--- src/shared/fsr_pkg.sv ---
`default_nettype none
package fsr_pkg;
	// Bus commands (low data byte of a write)
	localparam logic [7:0] CMD_READ_ARRAY = 8'hFF;
	localparam logic [7:0] CMD_READ_STAT  = 8'h70;
	localparam logic [7:0] CMD_CLR_STAT   = 8'h50;
	localparam logic [7:0] CMD_READ_ID    = 8'h90;
	localparam logic [7:0] CMD_QUERY      = 8'h98;
	localparam logic [7:0] CMD_PROG_A     = 8'h40;
	localparam logic [7:0] CMD_PROG_B     = 8'h10;
	localparam logic [7:0] CMD_ERASE      = 8'h20;
	localparam logic [7:0] CMD_LOCK       = 8'h60;
	localparam logic [7:0] CMD_OTP_PROG   = 8'hC0;
	// Identifier space offsets
	localparam logic [8:0] OFS_MAKER  = 9'h000;
	localparam logic [8:0] OFS_PART   = 9'h001;
	localparam logic [8:0] OFS_LOCK   = 9'h002;
	localparam logic [8:0] OFS_RCFG   = 9'h005;
	localparam logic [8:0] OFS_OTPLK0 = 9'h080;
	localparam logic [8:0] OFS_PROT0  = 9'h081;
	localparam logic [8:0] OFS_OTPLK1 = 9'h089;
	localparam logic [8:0] OFS_PROTN  = 9'h109;
	localparam int         PROT_WORDS = 138;
	localparam int         CFI_WORDS  = 64;
	// Status word bit positions
	localparam int SB_READY = 7;
	localparam int SB_ESUSP = 6;
	localparam int SB_EFAIL = 5;
	localparam int SB_PFAIL = 4;
	localparam int SB_LOWV  = 3;
	localparam int SB_PSUSP = 2;
	localparam int SB_LOCKA = 1;
	localparam int SB_FBUSY = 0;
	localparam logic [7:0]  STATUS_RESET = 8'h80;
	localparam logic [7:0]  STATUS_HIGH  = 8'h00;
	localparam logic [15:0] MAKER_CODE   = 16'h00A5; // Arbitrary value
	localparam logic [15:0] PART_CODE    = 16'h5A01; // Arbitrary value

	typedef enum logic [1:0] {FSR_ARRAY, FSR_STATUS, FSR_IDENT, FSR_QUERY} fsr_mode_t;

	// Write engine report: levels it drives, and one-cycle set pulses
	typedef struct packed {
		logic ready;
		logic erase_susp;
		logic prog_susp;
		logic factory_busy;
		logic erase_fail;
		logic prog_fail;
		logic low_volt;
		logic lock_abort;
		logic seq_error;
	} fsr_engine_t;
endpackage : fsr_pkg
`default_nettype wire

--- src/hw/fsr_read_states.sv ---
`timescale 1ns/1ps
`default_nettype none
module fsr_read_states #(
	parameter int ADDR_W = 16,
	parameter int LOCK_W = 2
) (
	// Clock and reset
	input  wire logic                sys_clk,
	input  wire logic                rst_b,
	// Flash bus
	input  wire logic                chip_enable_n,
	input  wire logic                output_enable_n,
	input  wire logic                write_enable_n,
	input  wire logic                address_valid_n,
	input  wire logic [ADDR_W-1:0]   address,
	input  wire logic [15:0]         data_in,
	output logic      [15:0]         data_out,
	output logic                     data_oe,
	// Read configuration
	input  wire logic                sync_burst_mode,
	input  wire logic [15:0]         read_configuration_word,
	// Array and lock state
	input  wire logic [15:0]         array_data,
	input  wire logic [LOCK_W-1:0]   block_lock_state,
	input  wire logic [15:0]         otp_lock_word_0,
	input  wire logic [15:0]         otp_lock_word_1,
	// Write engine
	input  wire fsr_pkg::fsr_engine_t engine,
	// Protection and query memory loading
	input  wire logic                prot_wr,
	input  wire logic [7:0]          prot_wr_idx,
	input  wire logic                cfi_wr,
	input  wire logic [5:0]          cfi_wr_idx,
	input  wire logic [15:0]         mem_wr_data,
	// Observation
	output fsr_pkg::fsr_mode_t       read_mode,
	output logic      [7:0]          status_word
);

	// ************************************************************
	// Bus edge detection
	// ************************************************************
	logic ce_q;
	logic oe_q;
	logic we_q;
	logic adv_q;
	always_ff @(posedge sys_clk) begin
		if (!rst_b) begin
			ce_q  <= 1'b1;
			oe_q  <= 1'b1;
			we_q  <= 1'b1;
			adv_q <= 1'b1;
		end else begin
			ce_q  <= chip_enable_n;
			oe_q  <= output_enable_n;
			we_q  <= write_enable_n;
			adv_q <= address_valid_n;
		end
	end

	logic ce_fall;
	logic oe_fall;
	logic adv_fall;
	logic wr_done;
	assign ce_fall  = ce_q && !chip_enable_n;
	assign oe_fall  = oe_q && !output_enable_n;
	assign adv_fall = adv_q && !address_valid_n;
	// Command taken at the rising edge of the write strobe
	assign wr_done  = !we_q && write_enable_n && !chip_enable_n;

	// ************************************************************
	// Command decode
	// ************************************************************
	logic [7:0] cmd;
	logic       operand_due;
	logic       clr_stat;
	assign cmd      = data_in[7:0];
	assign clr_stat = wr_done && !operand_due && cmd == fsr_pkg::CMD_CLR_STAT;

	// Second write of a setup sequence is data, never a command
	always_ff @(posedge sys_clk) begin
		if (!rst_b) begin
			operand_due <= 1'b0;
		end else if (wr_done) begin
			operand_due <= !operand_due && (cmd == fsr_pkg::CMD_PROG_A || cmd == fsr_pkg::CMD_PROG_B
				|| cmd == fsr_pkg::CMD_ERASE || cmd == fsr_pkg::CMD_LOCK || cmd == fsr_pkg::CMD_OTP_PROG);
		end
	end

	always_ff @(posedge sys_clk) begin
		if (!rst_b) begin
			read_mode <= fsr_pkg::FSR_ARRAY;
		end else if (wr_done) begin
			if (operand_due) begin
				read_mode <= fsr_pkg::FSR_STATUS;
			end else begin
				unique case (cmd)
					fsr_pkg::CMD_READ_ARRAY: read_mode <= fsr_pkg::FSR_ARRAY;
					fsr_pkg::CMD_READ_STAT:  read_mode <= fsr_pkg::FSR_STATUS;
					fsr_pkg::CMD_READ_ID:    read_mode <= fsr_pkg::FSR_IDENT;
					fsr_pkg::CMD_QUERY:      read_mode <= fsr_pkg::FSR_QUERY;
					default:                 read_mode <= read_mode;
				endcase
			end
		end
	end

	// ************************************************************
	// Status word
	// ************************************************************
	logic efail;
	logic pfail;
	logic lowv;
	logic locka;
	logic seq_hold;

	// Sticky bits: set wins over a clear in the same cycle
	always_ff @(posedge sys_clk) begin
		if (!rst_b) begin
			efail <= 1'b0;
			pfail <= 1'b0;
			lowv  <= 1'b0;
			locka <= 1'b0;
		end else begin
			efail <= engine.erase_fail || engine.seq_error || (efail && !clr_stat);
			pfail <= engine.prog_fail || engine.seq_error || (pfail && !clr_stat);
			lowv  <= engine.low_volt || (lowv && !clr_stat);
			locka <= engine.lock_abort || (locka && !clr_stat);
		end
	end

	// A sequence error reports ready even if the engine is mid-suspend
	always_ff @(posedge sys_clk) begin
		if (!rst_b) begin
			seq_hold <= 1'b0;
		end else begin
			seq_hold <= engine.seq_error || (seq_hold && !clr_stat);
		end
	end

	logic [7:0] live_status;
	always_comb begin
		live_status                   = 8'h00;
		live_status[fsr_pkg::SB_READY] = engine.ready || seq_hold;
		live_status[fsr_pkg::SB_ESUSP] = engine.erase_susp;
		live_status[fsr_pkg::SB_EFAIL] = efail;
		live_status[fsr_pkg::SB_PFAIL] = pfail;
		live_status[fsr_pkg::SB_LOWV]  = lowv;
		live_status[fsr_pkg::SB_PSUSP] = engine.prog_susp;
		live_status[fsr_pkg::SB_LOCKA] = locka;
		live_status[fsr_pkg::SB_FBUSY] = engine.factory_busy;
	end

	// Latched copy is what the bus sees; it only moves on an access start
	logic async_armed;
	logic refresh;
	assign refresh = sync_burst_mode ? (ce_fall || adv_fall)
		: ((ce_fall || oe_fall) && async_armed);

	always_ff @(posedge sys_clk) begin
		if (!rst_b) begin
			async_armed <= 1'b1;
		end else if (chip_enable_n && output_enable_n) begin
			async_armed <= 1'b1;
		end else if (ce_fall || oe_fall) begin
			async_armed <= 1'b0;
		end
	end

	always_ff @(posedge sys_clk) begin
		if (!rst_b) begin
			status_word <= fsr_pkg::STATUS_RESET;
		end else if (refresh) begin
			status_word <= live_status;
		end
	end

	// ************************************************************
	// Identifier and query storage
	// ************************************************************
	logic [15:0] prot_mem [fsr_pkg::PROT_WORDS];
	logic [15:0] cfi_mem  [fsr_pkg::CFI_WORDS];
	always_ff @(posedge sys_clk) begin
		if (prot_wr && prot_wr_idx < 8'(fsr_pkg::PROT_WORDS)) begin
			prot_mem[prot_wr_idx] <= mem_wr_data;
		end
	end
	always_ff @(posedge sys_clk) begin
		if (cfi_wr) begin
			cfi_mem[cfi_wr_idx] <= mem_wr_data;
		end
	end

	// Offset 0x80..0x109 maps to prot_mem index 0..137 minus lock words
	function automatic logic [15:0] ident_word(input logic [8:0] ofs);
		logic [8:0] idx;
		idx = ofs - fsr_pkg::OFS_OTPLK0;
		if (ofs == fsr_pkg::OFS_MAKER) begin
			ident_word = fsr_pkg::MAKER_CODE;
		end else if (ofs == fsr_pkg::OFS_PART) begin
			ident_word = fsr_pkg::PART_CODE;
		end else if (ofs == fsr_pkg::OFS_LOCK) begin
			ident_word = 16'(block_lock_state);
		end else if (ofs == fsr_pkg::OFS_RCFG) begin
			ident_word = read_configuration_word;
		end else if (ofs == fsr_pkg::OFS_OTPLK0) begin
			ident_word = otp_lock_word_0;
		end else if (ofs == fsr_pkg::OFS_OTPLK1) begin
			ident_word = otp_lock_word_1;
		end else if (ofs >= fsr_pkg::OFS_PROT0 && ofs <= fsr_pkg::OFS_PROTN) begin
			ident_word = prot_mem[idx[7:0]];
		end else begin
			ident_word = 16'h0000;
		end
	endfunction

	// ************************************************************
	// Read data path
	// ************************************************************
	// Block offset 2 is decoded in the low bits, so any block answers
	logic [15:0] next_data_out;
	always_comb begin
		next_data_out = array_data;
		unique case (read_mode)
			fsr_pkg::FSR_ARRAY:  next_data_out = array_data;
			fsr_pkg::FSR_STATUS: next_data_out = {fsr_pkg::STATUS_HIGH, status_word};
			fsr_pkg::FSR_IDENT:  next_data_out = ident_word(address[8:0]);
			fsr_pkg::FSR_QUERY:  next_data_out = cfi_mem[address[5:0]];
		endcase
	end

	// Non-array words hold still through a burst; address or a new access start (status refresh) moves them
	always_ff @(posedge sys_clk) begin
		if (!rst_b) begin
			data_out <= 16'h0000;
		end else begin
			data_out <= next_data_out;
		end
	end

	always_ff @(posedge sys_clk) begin
		if (!rst_b) begin
			data_oe <= 1'b0;
		end else begin
			data_oe <= !chip_enable_n && !output_enable_n && write_enable_n;
		end
	end
endmodule : fsr_read_states
`default_nettype wire

--- config.mk ---
export PLATFORM = sky130hd
export DESIGN_NAME = fsr_read_states
export DESIGN_NICKNAME = d
export VERILOG_FILES = /design/src/shared/fsr_pkg.sv /design/src/hw/fsr_read_states.sv
export SDC_FILE = /design/constraint.sdc
export NUM_CORES = 2
export LEC_CHECK = 0
export BUFFER_PORTS_ARGS = -buffer_cell sky130_fd_sc_hd__buf_4
export CAP_MARGIN = 25
export CORE_MARGIN = 3
export CORE_UTILIZATION = 55
export CTS_CLUSTER_SIZE = 20
export DETAILED_ROUTE_END_ITERATION = 10
export PLACE_DENSITY = 0.8
export SLEW_MARGIN = 20
export SYNTH_ARGS = -nofsm -noshare
export SYNTH_HDL_FRONTEND = slang
export SYNTH_SLANG_ARGS = --single-unit
export TNS_END_PERCENT = 1
--- constraint.sdc ---
create_clock -name sys_clk -period 6.2 [get_ports sys_clk]
set_input_delay 0.93 -clock sys_clk [delete_from_list [all_inputs] [get_ports sys_clk]]
set_output_delay 0.93 -clock sys_clk [all_outputs]
set_load 0.02 [all_outputs]
# == Yosys cells after proc, flatten, opt, wreduce, memory -nomap -nowiden ==
# Memories as Yosys holds them, arrays and structs flattened.
# Index checks and enable logic that the tools add are counted.
# classes
n_addsub,1
n_lt_le_gt_ge,3
eq_ne,18
muxes,15
bitwise_logic,1
n_reduce_logical,44
# op_table
op,n
$mux 16,7
$pmux 16 s4,1
$eq 8x7->1 const B,4
$eq 8x8->1 const B,4
$logic_and 1x1->1,19
$eq 9x8->1 const B,2
$logic_or 1x1->1,14
$eq 9x1->1 const B,1
$eq 9x2->1 const B,1
$eq 9x3->1 const B,1
$ge 9x8->1 const B,1
$le 9x9->1 const B,1
$logic_not 9->1,1
$eq 8x5->1 const B,1
$eq 8x6->1 const B,1
$lt 8x8->1 const B,1
$pmux 2 s4,1
$sub 8x8->8 const B,1
$logic_not 1->1,6
$mux 1,5
$reduce_bool 5->1,1
$eq 2x2->1 const B,2
$eq 2x1->1 const B,1
$logic_not 2->1,1
other kinds (4),4
# totals
ff_bits,38
mem_bits_rw,3232
inputBits,146
mem_count,2
# memory_table
name,depth,width,read_ports,rd_ports_with_merged_regs,wr,line,source
prot_mem,138,16,1,0,1,fsr_read_states.sv:181,logic [15:0] prot_mem [fsr_pkg::PROT_WORDS];
cfi_mem,64,16,1,0,1,fsr_read_states.sv:182,logic [15:0] cfi_mem [fsr_pkg::CFI_WORDS];

# == Depth between registers and ports, before layout ==
# logic_depth
word_depth,10
depth_mapped,14
mapped_depth_nobuf,8

# == Worst setup path after synthesis ==
# Ideal clock, no wire load.
# synth_path
path_type,input-to-reg
from,input prot_wr_idx[5]
to,"memory prot_mem[34][0], enable pin"
setup_ns,0.388
arrival_ns,3.158
required_time_ns,5.812
setup_slack_ns,2.653
cell_stages,7
path_buffers,2
cell_sequence,clkbuf_1 > nor3_1 > nand2_1 > a21boi_1 > clkbuf_1 > nand3_1 > nor2_1
# synth_via
elab_chain_len,4
# synth_rtl
element,line,source
start: declaration,fsr_read_states.sv:31,"input wire logic [7:0] prot_wr_idx,"
$lt 8x8->1,fsr_read_states.sv:184,if (prot_wr && prot_wr_idx < 8'(fsr_pkg::PROT_WORDS)) begin
$logic_and 1x1->1,fsr_read_states.sv:184,
$mux 1,fsr_read_states.sv:184,
$mux 1 (implied by the code),fsr_read_states.sv:185,prot_mem[prot_wr_idx] <= mem_wr_data;
end: declaration,fsr_read_states.sv:181,
# Parallel ways exist; a longest one is shown, timed or not.

# == Worst setup path in the final report ==
# layout_path
from,input address[0]
to,register data_out[6]
# layout_via
elab_chain_len,10
elab_cells_between_ends,20
# layout_rtl
element,line,source
start: declaration,fsr_read_states.sv:15,"input wire logic [ADDR_W-1:0] address,"
$sub 8x8->8 (tied with other cells),fsr_read_states.sv:197,idx = ofs - fsr_pkg::OFS_OTPLK0;
$mem_v2 138x16 / $logic_and 1x1->1 (equally long branches),n/a,
$mux 16,fsr_read_states.sv:210,end else if (ofs >= fsr_pkg::OFS_PROT0 && ofs <= fsr_pkg::OFS_PROTN) begin
$mux 16,fsr_read_states.sv:208,end else if (ofs == fsr_pkg::OFS_OTPLK1) begin
$mux 16,fsr_read_states.sv:206,end else if (ofs == fsr_pkg::OFS_OTPLK0) begin
$mux 16,fsr_read_states.sv:204,end else if (ofs == fsr_pkg::OFS_RCFG) begin
$mux 16,fsr_read_states.sv:202,end else if (ofs == fsr_pkg::OFS_LOCK) begin
$mux 16,fsr_read_states.sv:200,end else if (ofs == fsr_pkg::OFS_PART) begin
$mux 16,fsr_read_states.sv:198,if (ofs == fsr_pkg::OFS_MAKER) begin
$pmux 16 s4 (*),fsr_read_states.sv:224,unique case (read_mode)
end signal: assignment,fsr_read_states.sv:237,data_out <= next_data_out;
end: declaration,fsr_read_states.sv:17,"output logic [15:0] data_out,"
# Every way passes the cells marked *; elsewhere a longest branch is shown, timed or not.
# A chain may end at the register's enable or synchronous reset.

==> flow_summary_export.csv <==
group,metric,value,unit
min_path,hold_path.class,"in -> reg",
floorplanning,placementRows,175,
detailed_routing,vias,67700,
placed_design,place_congestion,0.982,
timing,fmax,0.217,GHz
logic_synthesis,avgSynthCellArea,22.4,µm²
timing,rsz0062_at_grt,"no",
timing,drv_slew,0,
clock_network,postCtsResizedCells,0,
final_layout,final_cell_mix,"edfxtp_1, mux4_2, buf_4, clkbuf_16, nor2_1",
global_route,busiest_layer,"met2",
worst_setup_path,worstPathMaxFanout,80,
pwr,p_switching,9.68,mW
logic_synthesis,ys.flop_type,"edfxtp_1",
detailed_routing,wl_per_cell,38.4,µm
clock_network,clock_tree.root_cell,"clkbuf_16",
global_route,grt_pass1_vias,67100,
final_layout,drive_gt1_share,30.0,%
logic_synthesis,netlist_area,0.127,mm²
worst_setup_path,slowest_delay,0.96,ns
logic_synthesis,seq_area_frac_synth,77.2,%
pwr,combinationalPowerShare,5.3,%
worst_setup_path,crit_chain,"buf_12 -> buf_4 -> mux4_2 -> mux4_2 -> mux2i_1 -> o21ai_1 -> a211oi_1 -> nor2_1 -> nor3_1 -> nor2_1",
detailed_routing,drt.antenna.violating_nets,0,
pwr,p_clk_share,41.1,%
timing,hold_ws,0.187,ns
final_layout,final_common_cell,"edfxtp_1",
timing,period_share,74.5,%
worst_setup_path,cp_data_required_time,7.01,ns
worst_setup_path,endpoint_kind,"flop",
logic_synthesis,ys_types,71,
logic_synthesis,async_flop_share,0,%
detailed_routing,first_pass_iters,8,
global_route,grt_use_met1,39.5,%
logic_synthesis,synthTopCellsByArea,"edfxtp_1, mux4_2, mux2i_1",
pwr,p_int,35.8,mW
clock_network,cts.reportedPaths.clkPinSlew,0.06,ns
worst_setup_path,worst_path_max_delay_cell,"a211oi_1",
clock_network,post_cts_buffers,0,
logic_synthesis,synth-seq-cells,3270,
pwr,p_sw_share,21.3,%
floorplanning,dieArea,0.236,mm²
global_route,gr-total-overflow,0,
clock_network,h-tree-depth,5,
clock_network,clk_latency,0.97,ns
placed_design,preCtsSetupSlack,1.26,ns
placed_design,dp_hpwl,203000,µm
clock_network,hold_buffers,0,
detailed_routing,vias_per_cell,7.16,
worst_setup_path,path_class,"in -> reg",
worst_setup_path,start_kind,"input port",
final_layout,syn_to_final_growth,13.0,%
clock_network,clock-sinks,3270,
global_route,grt.met3_usage,9.80,%
floorplanning,die_y,486,µm
floorplanning,die_w,486,µm
logic_synthesis,synth_fp_nets,5812,
clock_network,cts_made_buffers,317,
floorplanning,start_util,55.5,%
outcome,status,"finished clean",
pwr,worst_ir_drop_vdd,0.000238,V
timing,post-route-min-period,4.62,ns
timing,final.setup.tns,0,ns
pwr,power_frac_seq,53.6,%
global_route,track_usage,30.8,%
detailed_routing,drtIter0Drc,12600,
worst_setup_path,reg2reg_setup_slack,2.34,ns
global_route,grt_antenna_before_repair,40,
timing,maxSlewHeadroom,12.0,%
worst_setup_path,critical_path_arrival,5.42,ns
floorplanning,core,0.228,mm²
pwr,power_density,318,mW/mm²
floorplanning,ios,173,
detailed_routing,totalWireLength,363000,µm
global_route,grt_first_pass_wirelength,511000,µm
clock_network,cts.path.max_buffers,4,
placed_design,portBuffers,157,
logic_synthesis,synth_warnings,0,
timing,clock_skew,0.0714,ns
final_layout,final_nets,6323,
logic_synthesis,netlist_instances,5666,
logic_synthesis,synth_top_area_share,76.6,%
timing,fin_ws,1.58,ns
global_route,grt_util_met2,46.4,%
logic_synthesis,synth_edf_count,3232,
global_route,grt_start_max_net_pins,140,
flow_run,max_cap_violations,0,
timing,hold_violations,0,
timing,tightest_slew,1.31,ns
timing,setup_viol,0,
logic_synthesis,yosysTopAreaCell,"edfxtp_1",
pwr,power.leakage,45.0,nW
detailed_routing,drcViolationCount,0,
clock_network,cts_tree,"yes",
==> final timing paths <==
| path | startpoint | endpoint | depth (start not counted) |
|---|---|---|---|
| min | address_valid_n | adv_q$_SDFF_PN1_ | 2 |
| max | address[0] | data_out[6]$_SDFF_PN0_ | 10 |
| min reg2reg | read_mode[0]$_SDFFE_PN0P_ | read_mode[0]$_SDFFE_PN0P_ | 2 |
| max reg2reg | prot_mem[87][6]$_DFFE_PP_ | data_out[6]$_SDFF_PN0_ | 8 |
==> flip-flops by register name, indices dropped and copies added, names as in the netlist, 2 cells and up <==
signal       cells
prot_mem      2208
cfi_mem       1024
data_out        16
status_word      8
read_mode        2
==> synth_stat cells, types with 34 or more instances <==
cell / n
buf_4: 87
dfxtp_1: 38
a21oi_1: 54
a22oi_1: 51
a211oi_1: 34
o21ai_0: 54
clkbuf_1: 96
buf_2: 103
mux2i_1: 154
nand2_1: 148
mux4_2: 881
edfxtp_1: 3232
nand3_1: 45
nor2b_1: 40
nor2_1: 291
==> critical path: cells and delay by family <==
kind | cells | cell delay [ns]
AOI/OAI and AO/OA | 2 | 1.16
buffers and inverters | 2 | 0.98
and+or+nand+nor | 3 | 0.50
muxes | 3 | 1.67
==> per-stage QoR <==
step	instances	area, µm²	total power, mW	utilization, %
2_1_floorplan	5666	127000	26.1	-
5_1_grt	9426	143000	46.4	62.7
3_3_place_gp	8836	133000	27.1	58.2
3_5_place_dp	8855	133000	27.2	58.3
4_1_cts	9403	143000	45.5	62.6
6_report	9444	143000	45.5	62.7
==> power groups by stage <==
stage          combinational (mW)  sequential (mW)  clock, mW
6_report                     2.42             24.4       18.7
5_1_grt                      2.48             24.4       19.6
3_3_place_gp                 2.22             24.9          0
3_5_place_dp                 2.29             24.9          0
4_1_cts                      2.34             24.4       18.8
2_1_floorplan                1.22             24.9          0
==> per-layer routing <==
layer	up-vias	part of all wire (%)	wire length, µm
met5	-	0.025	92
met3	1313	14	52400
met1	34700	32	116000
met4	12	7.1	25700
met2	6593	47	169000
li1	25000	-	-
==> area by class of cell <==
cell class,instances,area (µm²)
tap,3009,3760
clock inverter,155,1430
timing repair buffer,504,4350
inverter,7,33.8
clock buffer,393,8350
antenna,29,72.6
sequential,3270,97800
fill,14000,85200
multi-input combinational,2077,27400
==> logic make-up after synthesis <==
kind of cell    share of synthesized area [%]
compound gates                           2.06
xor+xnor                              0.00691
buf+inv                                  1.42
flops                                    77.2
mux                                      17.0
simple gates                             2.30
Note: power is estimated with default switching activity, not from simulation.
